File: config.mk
export PLATFORM = sky130hd
export DESIGN_NAME = dcr_top
export DESIGN_NICKNAME = d
export VERILOG_FILES = /design/src/shared/dcr_pkg.sv /design/src/logic/dcr_top.sv
export SDC_FILE = /design/constraint.sdc
export NUM_CORES = 1
export LEC_CHECK = 0
export ABC_AREA = 1
export BUFFER_PORTS_ARGS = -buffer_cell sky130_fd_sc_hd__buf_4
export CAP_MARGIN = 20
export CELL_PAD_IN_SITES_DETAIL_PLACEMENT = 0
export CELL_PAD_IN_SITES_GLOBAL_PLACEMENT = 2
export CORE_ASPECT_RATIO = 0.9
export CORE_MARGIN = 1.5
export CORE_UTILIZATION = 28
export CTS_BUF_LIST = sky130_fd_sc_hd__clkbuf_4 sky130_fd_sc_hd__clkbuf_8 sky130_fd_sc_hd__clkbuf_16
export DETAILED_ROUTE_END_ITERATION = 10
export GPL_ROUTABILITY_DRIVEN = 0
export MAX_ROUTING_LAYER = met4
export PLACE_DENSITY_LB_ADDON = 0.1
export SLEW_MARGIN = 20
export SYNTH_ARGS = -nofsm -noshare
export SYNTH_HDL_FRONTEND = slang
export SYNTH_SLANG_ARGS = --single-unit
export TNS_END_PERCENT = 1
File: constraint.sdc
create_clock -name mclk -period 4.25 [get_ports mclk]
set_input_delay 0.2125 -clock mclk [delete_from_list [all_inputs] [get_ports mclk]]
set_output_delay 0.2125 -clock mclk [all_outputs]
set_load 0.05 [all_outputs]
File: src/shared/dcr_pkg.sv
// Constants and carrier types for the clock, reset and mode configuration block
`default_nettype none
package dcr_pkg;
  // Register byte addresses
  localparam logic [31:0] ADDR_CLK0 = 32'h0000_0000;
  localparam logic [31:0] ADDR_CLK1 = 32'h0000_0004;
  localparam logic [31:0] ADDR_DAC0 = 32'h0000_0008;
  localparam logic [31:0] ADDR_DAC1 = 32'h0000_000C;
  localparam logic [31:0] ADDR_PDN  = 32'h0000_0010;
  localparam logic [31:0] ADDR_STAT = 32'h0000_0014;
  // Field positions
  localparam int CLK0_PUP   = 0;
  localparam int CLK0_RATIO = 1;
  localparam int CLK0_SRST  = 4;
  localparam int CLK0_REF   = 6;
  localparam int CLK1_DIRECT = 0;
  localparam int DAC0_MUTE  = 0;
  localparam int DAC0_RATE  = 1;
  localparam int DAC1_ROLE  = 0;
  localparam int DAC1_BCLK  = 1;
  localparam int PDN_TS     = 0;
  localparam int PDN_PLL    = 1;
  localparam int PDN_VREG   = 2;
  // Reset values
  localparam logic [7:0] CLK0_RST = 8'h00;
  localparam logic [7:0] CLK1_RST = 8'h00;
  localparam logic [7:0] DAC0_RST = 8'h01;
  localparam logic [7:0] DAC1_RST = 8'h00;
  localparam logic [7:0] PDN_RST  = 8'h00;
  // Codes and ratios
  localparam logic [1:0] REF_FRAME = 2'h1;
  localparam logic [1:0] RATE_48   = 2'h0;
  localparam logic [1:0] RATE_96   = 2'h1;
  localparam logic [9:0] RATIO_256 = 10'h100;
  localparam logic [9:0] RATIO_384 = 10'h180;
  localparam logic [9:0] RATIO_512 = 10'h200;
  localparam logic [9:0] RATIO_768 = 10'h300;
  localparam logic [4:0] SLOTS_4   = 5'h04;
  localparam logic [4:0] SLOTS_8   = 5'h08;
  localparam logic [4:0] SLOTS_16  = 5'h10;
  localparam logic [1:0] RESP_OKAY   = 2'h0;
  localparam logic [1:0] RESP_SLVERR = 2'h2;
  // Stabilisation wait after the reset pin rises
  localparam int unsigned STAB_TIME_MS = 300;
  localparam int unsigned CLK_KHZ      = 250000;
  localparam int unsigned STAB_CYCLES  = STAB_TIME_MS * CLK_KHZ;

  typedef struct packed {
    logic [7:0] clk0;
    logic [7:0] clk1;
    logic [7:0] dac0;
    logic [7:0] dac1;
    logic [7:0] pdn;
  } dcr_regs_t;

  typedef struct packed {
    logic standalone;
    logic role;
    logic ratio;
    logic fmt;
    logic tdm_a;
    logic tdm_b;
  } dcr_strap_t;

  typedef struct packed {
    logic       core_enable;
    logic       pll_enable;
    logic       pll_ref_frame;
    logic       direct_clock;
    logic       bitclk_gen;
    logic       port_master;
    logic [1:0] rate_range;
    logic [9:0] mclk_ratio;
    logic       tdm_format;
    logic [4:0] tdm_slots;
    logic       frame_50pct;
    logic       temp_sensor_en;
    logic       regulator_en;
    logic       analog_powered;
    logic       mclk_out_buffer;
    logic       channels_unmuted;
    logic       ready;
  } dcr_cfg_t;

  typedef struct packed {
    dcr_regs_t   regs;
    dcr_strap_t  straps;
    dcr_cfg_t    cfg;
    logic        pin_q;
    logic [26:0] stab_cnt;
    logic        stable;
    logic        mute_toggled;
    logic        aw_got;
    logic        w_got;
    logic [31:0] awaddr;
    logic [7:0]  wdata;
    logic        wlane;
    logic        awready;
    logic        wready;
    logic        bvalid;
    logic [1:0]  bresp;
    logic        arready;
    logic        rvalid;
    logic [31:0] rdata;
    logic [1:0]  rresp;
  } dcr_state_t;
endpackage
`default_nettype wire

File: src/logic/dcr_top.sv
// Clock source, reset and operating mode configuration with an AXI4-Lite register slave
//
// Overview of operation
// - Reference code 01 makes the PLL run from the frame clock.
// - Internal bit clock gen plus slave role makes the device create bit clock.
// - Frame-clock PLL mode needs no other external clock.
// - Rate field: 00 is 48k range, 01 is 96k, 10/11 is 192k.
// - Ratio codes give 256/384/512/768, halved at 96k, quartered at 192k.
// - Reset pin low disables everything and holds minimal power.
// - After reset pin rises, 300 ms must pass before normal operation.
// - Global power-up cleared gives idle state, registers kept.
// - Sensor, PLL and regulator power-downs each affect only their section.
// - Soft reset restores register defaults, clocks default, analog stays powered.
// - Standalone strap high: no control port, defaults except strap options. The code still answers register reads and only ignores writes.
// - Standalone role strap: 0 master, 1 slave.
// - Standalone ratio strap: 0 gives 256, 1 gives 384, PLL on.
// - Standalone format strap: 0 I2S, 1 TDM chosen by two straps.
// - TDM straps: 00 four, 01 eight, 10 sixteen slots; 11 eight at 50%.
// - Standalone: master clock out buffers master clock in after reset.
// - Direct clock mode: PLL down, direct select set, 512 ratio.
// - PLL stays off after reset until global power-up is written, except in standalone.
//
// The register addresses and the AXI4-Lite register port were left to the implementer.
`timescale 1ns/1ps
`default_nettype none
module dcr_top #(
  parameter int unsigned STAB_CYCLES = dcr_pkg::STAB_CYCLES
) (
  input  wire logic             mclk,
  input  wire logic             rst,
  input  wire logic             powerup_reset_n,
  input  wire logic             standalone_strap,
  input  wire logic             role_strap,
  input  wire logic             ratio_strap,
  input  wire logic             format_strap,
  input  wire logic             tdm_variant_strap_a,
  input  wire logic             tdm_variant_strap_b,
  input  wire logic             s_axi_awvalid,
  output logic                  s_axi_awready,
  input  wire logic [31:0]      s_axi_awaddr,
  input  wire logic             s_axi_wvalid,
  output logic                  s_axi_wready,
  input  wire logic [31:0]      s_axi_wdata,
  input  wire logic [3:0]       s_axi_wstrb,
  output logic                  s_axi_bvalid,
  input  wire logic             s_axi_bready,
  output logic [1:0]            s_axi_bresp,
  input  wire logic             s_axi_arvalid,
  output logic                  s_axi_arready,
  input  wire logic [31:0]      s_axi_araddr,
  output logic                  s_axi_rvalid,
  input  wire logic             s_axi_rready,
  output logic [31:0]           s_axi_rdata,
  output logic [1:0]            s_axi_rresp,
  output dcr_pkg::dcr_cfg_t     cfg
);

  dcr_pkg::dcr_state_t s;
  dcr_pkg::dcr_state_t next_s;

  localparam dcr_pkg::dcr_regs_t REGS_DEFAULT = '{
    clk0: dcr_pkg::CLK0_RST,
    clk1: dcr_pkg::CLK1_RST,
    dac0: dcr_pkg::DAC0_RST,
    dac1: dcr_pkg::DAC1_RST,
    pdn:  dcr_pkg::PDN_RST
  };

  // Ratio code to base multiple of the sample rate in the lowest range
  function automatic logic [9:0] base_ratio(input logic [1:0] code);
    logic [9:0] r;
    case (code)
      2'h0:    r = dcr_pkg::RATIO_256;
      2'h1:    r = dcr_pkg::RATIO_384;
      2'h2:    r = dcr_pkg::RATIO_512;
      default: r = dcr_pkg::RATIO_768;
    endcase
    return r;
  endfunction

  // Master clock stays fixed in Hz, so the multiple shrinks as the rate rises
  function automatic logic [9:0] scale_ratio(input logic [9:0] r, input logic [1:0] range);
    logic [9:0] o;
    case (range)
      dcr_pkg::RATE_48: o = r;
      dcr_pkg::RATE_96: o = r >> 1;
      default:          o = r >> 2;
    endcase
    return o;
  endfunction

  // Register read mux
  function automatic logic [31:0] read_reg(input dcr_pkg::dcr_state_t st, input logic [31:0] a);
    logic [31:0] d;
    d = 32'h0000_0000;
    case (a)
      dcr_pkg::ADDR_CLK0: d[7:0] = st.regs.clk0;
      dcr_pkg::ADDR_CLK1: d[7:0] = st.regs.clk1;
      dcr_pkg::ADDR_DAC0: d[7:0] = st.regs.dac0;
      dcr_pkg::ADDR_DAC1: d[7:0] = st.regs.dac1;
      dcr_pkg::ADDR_PDN:  d[7:0] = st.regs.pdn;
      dcr_pkg::ADDR_STAT: d[7:0] = {2'h0, st.cfg.channels_unmuted, st.cfg.pll_enable,
                                    st.cfg.core_enable, st.straps.standalone, st.mute_toggled, st.stable};
      default:            d = 32'h0000_0000;
    endcase
    return d;
  endfunction

  function automatic logic mapped(input logic [31:0] a);
    return a == dcr_pkg::ADDR_CLK0 || a == dcr_pkg::ADDR_CLK1 || a == dcr_pkg::ADDR_DAC0 ||
           a == dcr_pkg::ADDR_DAC1 || a == dcr_pkg::ADDR_PDN  || a == dcr_pkg::ADDR_STAT;
  endfunction

  // Next-state logic for bus slave, registers, wait counter and derived mode
  always_comb
  begin
    logic       sa;
    logic       active;
    logic       pll_powerdown;
    logic       wr_now;
    logic [7:0] wv;
    logic [1:0] ratio_code;
    logic [1:0] range;
    next_s = s;
    sa = 1'b0;
    active = 1'b0;
    pll_powerdown = 1'b0;
    wr_now = 1'b0;
    wv = 8'h00;
    ratio_code = 2'h0;
    range = 2'h0;

    next_s.pin_q = powerup_reset_n;

    // Capture straps on the rising reset pin; later strap changes are ignored
    if (powerup_reset_n && !s.pin_q)
    begin
      next_s.straps = '{standalone: standalone_strap, role: role_strap, ratio: ratio_strap,
                        fmt: format_strap, tdm_a: tdm_variant_strap_a, tdm_b: tdm_variant_strap_b};
    end

    // Write address and data are taken independently, in either order
    if (s_axi_awvalid && s.awready)
    begin
      next_s.aw_got = 1'b1;
      next_s.awaddr = s_axi_awaddr;
    end
    if (s_axi_wvalid && s.wready)
    begin
      next_s.w_got = 1'b1;
      next_s.wdata = s_axi_wdata[7:0];
      next_s.wlane = s_axi_wstrb[0];
    end
    if (s.bvalid && s_axi_bready)
      next_s.bvalid = 1'b0;

    if (s.aw_got && s.w_got && !s.bvalid)
    begin
      next_s.aw_got = 1'b0;
      next_s.w_got = 1'b0;
      next_s.bvalid = 1'b1;
      next_s.bresp = mapped(s.awaddr) ? dcr_pkg::RESP_OKAY : dcr_pkg::RESP_SLVERR;
      // Standalone and held reset both leave the register file untouched
      wr_now = s.wlane && s.pin_q && !s.straps.standalone;
    end

    wv = s.wdata;
    if (wr_now)
    begin
      case (s.awaddr)
        dcr_pkg::ADDR_CLK0:
        begin
          if (wv[dcr_pkg::CLK0_SRST])
            next_s.regs = REGS_DEFAULT;
          else
            next_s.regs.clk0 = wv & ~(8'h01 << dcr_pkg::CLK0_SRST);
        end
        dcr_pkg::ADDR_CLK1: next_s.regs.clk1 = wv;
        dcr_pkg::ADDR_DAC0:
        begin
          next_s.regs.dac0 = wv;
          // Any change of the mute bit counts as the required toggle
          if (wv[dcr_pkg::DAC0_MUTE] != s.regs.dac0[dcr_pkg::DAC0_MUTE])
            next_s.mute_toggled = 1'b1;
        end
        dcr_pkg::ADDR_DAC1: next_s.regs.dac1 = wv;
        dcr_pkg::ADDR_PDN:  next_s.regs.pdn = wv;
        default:            next_s.regs = s.regs;
      endcase
    end

    // Read channel: one read at a time, answered the cycle after the address
    if (s.rvalid && s_axi_rready)
      next_s.rvalid = 1'b0;
    if (s_axi_arvalid && s.arready)
    begin
      next_s.rvalid = 1'b1;
      next_s.rdata = read_reg(s, s_axi_araddr);
      next_s.rresp = mapped(s_axi_araddr) ? dcr_pkg::RESP_OKAY : dcr_pkg::RESP_SLVERR;
    end

    // Stabilisation wait runs only while the pin is high
    if (s.pin_q && !s.stable)
    begin
      next_s.stab_cnt = s.stab_cnt + 27'h1;
      if (s.stab_cnt == 27'(STAB_CYCLES - 1))
        next_s.stable = 1'b1;
    end

    // Pin low wipes the register file and the wait; straps keep last capture
    if (!powerup_reset_n)
    begin
      next_s.regs = REGS_DEFAULT;
      next_s.stab_cnt = 27'h0;
      next_s.stable = 1'b0;
      next_s.mute_toggled = 1'b0;
    end

    // Derived operating mode, from the next state so outputs track in one cycle
    sa = next_s.straps.standalone;
    pll_powerdown = next_s.regs.pdn[dcr_pkg::PDN_PLL];
    active = next_s.pin_q && next_s.stable && (sa || next_s.regs.clk0[dcr_pkg::CLK0_PUP]);
    ratio_code = sa ? {1'b0, next_s.straps.ratio} : next_s.regs.clk0[dcr_pkg::CLK0_RATIO +: 2];
    range = sa ? dcr_pkg::RATE_48 : next_s.regs.dac0[dcr_pkg::DAC0_RATE +: 2];

    next_s.cfg.ready = next_s.stable;
    next_s.cfg.core_enable = active;
    // PLL is off after reset because its power-up bit defaults to zero; standalone forces it on
    next_s.cfg.pll_enable = next_s.pin_q && (sa || (next_s.regs.clk0[dcr_pkg::CLK0_PUP] && !pll_powerdown));
    next_s.cfg.pll_ref_frame = next_s.cfg.pll_enable && !sa &&
                               next_s.regs.clk0[dcr_pkg::CLK0_REF +: 2] == dcr_pkg::REF_FRAME;
    next_s.cfg.direct_clock = active && !sa && pll_powerdown && next_s.regs.clk1[dcr_pkg::CLK1_DIRECT];
    next_s.cfg.rate_range = range;
    next_s.cfg.mclk_ratio = next_s.pin_q ? scale_ratio(next_s.cfg.direct_clock ? dcr_pkg::RATIO_512
                                                       : base_ratio(ratio_code), range) : 10'h000;
    next_s.cfg.port_master = next_s.pin_q && (sa ? !next_s.straps.role
                                              : next_s.regs.dac1[dcr_pkg::DAC1_ROLE]);
    // Own bit clock only while slave; the PLL reference does not matter
    next_s.cfg.bitclk_gen = active && !sa && next_s.regs.dac1[dcr_pkg::DAC1_BCLK] &&
                            !next_s.regs.dac1[dcr_pkg::DAC1_ROLE];
    next_s.cfg.tdm_format = next_s.pin_q && sa && next_s.straps.fmt;
    next_s.cfg.tdm_slots = 5'h00;
    next_s.cfg.frame_50pct = 1'b0;
    if (next_s.cfg.tdm_format)
    begin
      case ({next_s.straps.tdm_a, next_s.straps.tdm_b})
        2'h0:    next_s.cfg.tdm_slots = dcr_pkg::SLOTS_4;
        2'h1:    next_s.cfg.tdm_slots = dcr_pkg::SLOTS_8;
        2'h2:    next_s.cfg.tdm_slots = dcr_pkg::SLOTS_16;
        default:
        begin
          next_s.cfg.tdm_slots = dcr_pkg::SLOTS_8;
          next_s.cfg.frame_50pct = 1'b1;
        end
      endcase
    end
    next_s.cfg.temp_sensor_en = active && !next_s.regs.pdn[dcr_pkg::PDN_TS];
    next_s.cfg.regulator_en = next_s.pin_q && !next_s.regs.pdn[dcr_pkg::PDN_VREG];
    // Soft reset clears power-up but must not drop the analog outputs
    next_s.cfg.analog_powered = next_s.pin_q && next_s.stable;
    next_s.cfg.mclk_out_buffer = next_s.pin_q;
    next_s.cfg.channels_unmuted = active && (sa || (next_s.mute_toggled &&
                                  !next_s.regs.dac0[dcr_pkg::DAC0_MUTE]));

    // Ready flags registered so every port comes from a flop
    next_s.awready = !next_s.aw_got && !next_s.bvalid;
    next_s.wready = !next_s.w_got && !next_s.bvalid;
    next_s.arready = !next_s.rvalid;
  end

  // State register
  always_ff @(posedge mclk or posedge rst)
  begin
    if (rst)
    begin
      s <= '0;
      s.regs <= REGS_DEFAULT;
      s.awready <= 1'b1;
      s.wready <= 1'b1;
      s.arready <= 1'b1;
    end
    else
      s <= next_s;
  end

  assign s_axi_awready = s.awready;
  assign s_axi_wready = s.wready;
  assign s_axi_bvalid = s.bvalid;
  assign s_axi_bresp = s.bresp;
  assign s_axi_arready = s.arready;
  assign s_axi_rvalid = s.rvalid;
  assign s_axi_rdata = s.rdata;
  assign s_axi_rresp = s.rresp;
  assign cfg = s.cfg;

endmodule
`default_nettype wire

Word-level counts from Yosys, hierarchy flattened --
Index checks and enable logic that the tools add are counted.
Operators by class: add/subtract/negate cells 1, eq/ne operators 26, muxes and demuxes 37, reduce and logical (&&, ||, !) cells 70
Operators with widths (count):
- equality test 32 x 4 -> 1 bit (second input constant) | 4
- equality test 32 x 5 -> 1 bit (second input constant) | 4
- two-way mux 40 bit | 2
- equality test 32 x 3 -> 1 bit (second input constant) | 2
- zero test 32 bit | 2
- one-hot mux 8 bit (2 select lines) | 4
- one-hot mux 8 bit (6 select lines) | 1
- two-way mux 35 bit | 1
- two-way mux 32 bit | 1
- logical AND 1 bit | 31
- one-hot mux 10 bit (3 select lines) | 1
- two-way mux 29 bit | 1
- two-way mux 28 bit | 1
- adder 27 x 1 -> 27 bit (second input constant) | 1
- equality test 27 bit (second input constant) | 1
- two-way mux 10 bit | 2
- one-hot mux 10 bit (2 select lines) | 1
- two-way mux 8 bit | 2
- zero test 1 bit | 15
- logical OR 1 bit | 13
- two-way mux 6 bit | 2
- != test 3 x 1 -> 1 bit (second input constant) | 4
- AND reduction 3 bit | 4
- two-way mux 1 bit | 11
- other kinds (11) | 23
Word-level totals: register bits 165, bits of input ports 114, output and inout bits 72, logic and storage cells 182

Logic depth before layout (Yosys ltp) --
word-level depth 13, depth in mapped cells 15

Worst setup path before layout --
OpenSTA, ideal clock, no wires.
path type register to register, start point register s, in the netlist s_axi_bvalid, end point register s, in the netlist cfg[20], library setup time 0.120 ns, arrival 1.934 ns, required time 4.130 ns, slack 2.196 ns, stages on the path, launching flop included 14, path buffers 0, clock period less this slack 2.054 ns, cell sequence dfrtp_1 inv_1 nand3_1 inv_1 nand2_1 inv_2 nand2_4 nand2_1 nand2_2 nand3_2 nor2_2 nand2_4 a21oi_1 nor2_2
RTL lines:
- start: declaration | RTL line dcr_top.sv:58 | dcr_pkg::dcr_state_t s;
- start signal: assignment | RTL line dcr_top.sv:283 | s <= next_s;

==> metrics.md <==
| Metric | Value |
|---|---|
| Status | `complete, no violations` |
| Wire length on met3 | `761 microns` |
| Number of enable flip-flop cells after synthesis | `0` |
| Worst vdd ir | `0.278 mV` |
| DR WL met2 | `9.24 mm` |
| Required @ worst endpoint | `4.56 ns` |
| Slowest cell on crit path | `dfrtp_1` |
| Crit end category | `flop` |
| Commonest cells after routing, fill and taps aside | `nand2_1, dfrtp_1, buf_4, inv_1, nor2_1` |
| Post-CTS sizing | `0` |
| Worst-path fanout max | `12` |
| GRT Total Usage | `15.8%` |
| Post-Layout Cell Count | `1449` |
| Period minus WS final | `2.39 ns` |
| Overflow after GRT | `0` |
| Vias | `6247` |
| Synth-to-layout area growth | `26.0%` |
| Worst r2r src | `cfg[3]$_DFF_PP0_` |
| Area of the multi-input gates | `3030 sq um` |
| Synth area leaders | `dfrtp_1, nand2_1, buf_4` |
| Critical R2R Capture | `s[108]$_DFFE_PP0P_` |
| Yosys reg bits | `154` |
| Wl on met1 | `10.7 mm` |
| Max_cap viols | `0` |
| Achievable Freq | `0.419 GHz` |
| Initial Util | `28.6%` |
| Final wirelength | `21.0 mm` |
| Top Metal Used | `met4` |
| Fillers | `2913` |
| WHS | `0.0220 ns` |
| Port Buf Inserts | `125` |
| Slew headroom | `53.4%` |
| Main flop type after synthesis | `dfrtp_1` |
| Total leakage power | `4.76 nW` |
| Die area | `28600 sq um` |
| Final hold vios | `0` |
| FFs w/ async S/R, synth | `100%` |
| CTS Buf Count | `17` |
| CTS tree | `built` |
| Critical Path Start Type | `flop` |
| Sequential fraction of the synthesis area | `50.0%` |
| DRT Pass-1 Iters | `4` |
| Placed cell area | `8710 sq um` |
| Maximum number of pins on one net before global-route repair | `90` |
| Worst-path clk slew | `0.07 ns` |
| Synth unique cells | `50` |
| Drt drc | `0` |
| R2R setup slack | `1.86 ns` |
| Fin nets | `1197` |
| First-pass GRT wire length | `33.9 mm` |
| Critical Path End | `s[108]$_DFFE_PP0P_` |
| Setup violators final | `0` |
| DR vias/cell | `4.31` |
| Commonest non-fill, non-tap cell in the layout | `nand2_1` |
| Initial antenna violation count | `0` |
| Clk sink count | `154` |
| P per Cell Area | `454 nW/um^2` |
| Unrepaired setup endpoints after global routing | `no` |
| HP Start | `s_axi_wstrb[0]` |
| Vias in the first global route | `6150` |
| Post-Route Setup TNS | `0 ns` |
| Worst-case clock buffer depth | `2` |
| Crit Path Class | `reg2reg` |
| Placed cells | `1378` |
| I/O pin cnt | `186` |
| Iter 0 DRT Violations | `282` |
| Chip width | `178 microns` |
| Final Cycle Share | `56.2%` |
| Arrival @ worst endpoint | `2.70 ns` |
| DPL Wire Length | `15.4 mm` |
| Finished Cell Area | `9730 sq um` |
| Syn_area_per_cell | `8.18 sq um` |
| Worst-path cell chain | `inv_1 -> nand2_1 -> nor3_2 -> nand2_1 -> nor2_1 -> nand3_1 -> nor3_4 -> nand2_1 -> o21ai_0 -> a21oi_1` |
| Setup crit start | `cfg[3]$_DFF_PP0_` |
| Core footprint | `27000 sq um` |
| Synthesized area | `7720 sq um` |
| Tightest Pin Transition | `0.698 ns` |
| Max Clock Skew | `0.0171 ns` |
| FP Rows | `57` |
| Post-Syn Instances | `944` |
| Final slew viol count | `0` |
| Wire per inst | `14.5 microns` |
| Layout cells sized above 1 | `19.7%` |
| Slowest stage delay, CP | `0.40 ns` |
| Min-delay worst type | `in2reg` |
| N_diodes | `0` |
| Worst skew pair latency | `0.43 ns` |
| Critical path's most frequent cell | `nand2_1` |
| CTS Root Cell | `clkbuf_16` |
| Ys Warns | `0` |
| R2R depth | `10` |
| Synth top area share | `48.6%` |
| Die Y | `161 microns` |
| Post-route ant nets | `0` |
| H-tree depth | `4` |
| Synth area leader | `dfrtp_1` |
| Register Area | `3860 sq um` |
per-layer routing:
metal  vias up  global-route usage (%)
met1      2910                    22.7
met3        14                    2.82
met4         0                    4.05
li1       3214                       -
met5         -                       -
met2       109                    23.0
area by class of cell:
class                           count  area share, %
Multi-Input combinational cell    638           31.1
Tap cell                          354           4.55
Timing Repair Buffer              169           14.2
Inverter                          102           3.97
Sequential cell                   154           39.7
Clock buffer                       19           4.59
Clock inverter                     13           1.89
worst max-delay path: cells and delay by family, from the launching register on:
family          cells  cell delay, ns
compound gates      2            0.21
buf+inv             1            0.12
flops               1            0.40
simple gates        7            1.54
logic make-up after synthesis:
kind of cell | Yosys count | synth area share, %
and+or+nand+nor | 468 | 27.1
buffers and inverters | 184 | 12.3
DFF | 154 | 50.0
AOI/OAI and AO/OA | 131 | 9.76
muxes | 3 | 0.421
xor gates and xnor gates | 2 | 0.227
adders and majority gates | 1 | 0.162
other | 1 | 0.0486
sequential cells by signal, indices dropped and copies added, names as in the netlist:
register       count
cfg               22
s                117
s_axi_arready      1
s_axi_awready      1
s_axi_bresp        1
s_axi_bvalid       1
s_axi_rdata        8
s_axi_rresp        1
s_axi_rvalid       1
s_axi_wready       1
Yosys cell counts, types with 2 or more instances:
library cell / n
mux2_2: 2
nor2_2: 3
clkinv_1: 3
o31ai_1: 5
nor4_1: 9
o21a_1: 3
nand3_2: 8
nor3_1: 29
nand2_2: 12
nor2_1: 80
dfstp_2: 4
a21oi_2: 2
buf_2: 4
a31oi_1: 2
nand3_1: 35
o21ai_0: 72
inv_1: 95
o41ai_1: 2
a21oi_1: 25
nor3_2: 3
nand4_1: 4
o32ai_1: 2
inv_2: 4
and3_1: 2
nand2_4: 4
a22oi_1: 2
clkbuf_1: 10
nor3b_1: 2
dfrtp_1: 150
o21ai_2: 3
buf_4: 68
o21ai_1: 2
nand2_1: 268
nor2_4: 3
o22ai_1: 7
worst min path at each step:
| stage | cells past startpoint | endpoint |
|---|---|---|
| floorplan | 0 | s[113]$_DFF_PP0_ |
| global placement | 2 | s[57]$_DFFE_PP0P_ |
| detailed placement | 2 | s[57]$_DFFE_PP0P_ |
| CTS | 3 | s[41]$_DFFE_PP0P_ |
| global route | 3 | s[41]$_DFFE_PP0P_ |
| finish | 3 | s[41]$_DFFE_PP0P_ |
metrics by stage:
step                      worst slack, ns  utilization [%]  power [mW]
after floorplan                      2.10                -        2.54
after global placement               1.84             32.2        2.80
after detailed placement             1.83             32.2        2.80
after CTS                            1.82             36.0        4.48
after global routing                 1.55             36.0        4.68
final                                1.86             36.0        4.41
power by group:
group	leakage, nW	internal [mW]	switching [mW]
Clock	0.308	0.966	0.661
Sequential	2.03	1.71	0.136
Combinational	2.42	0.297	0.644
Total	4.76	2.97	1.44
what timing repair did:
item	in CTS	in global routing
endpoints found under the setup margin	0	0
buffers inserted	0	0
hold buffers	39	0
endpoints found under the hold margin	66	0
No activity file was read; power rests on OpenSTA's default activity.
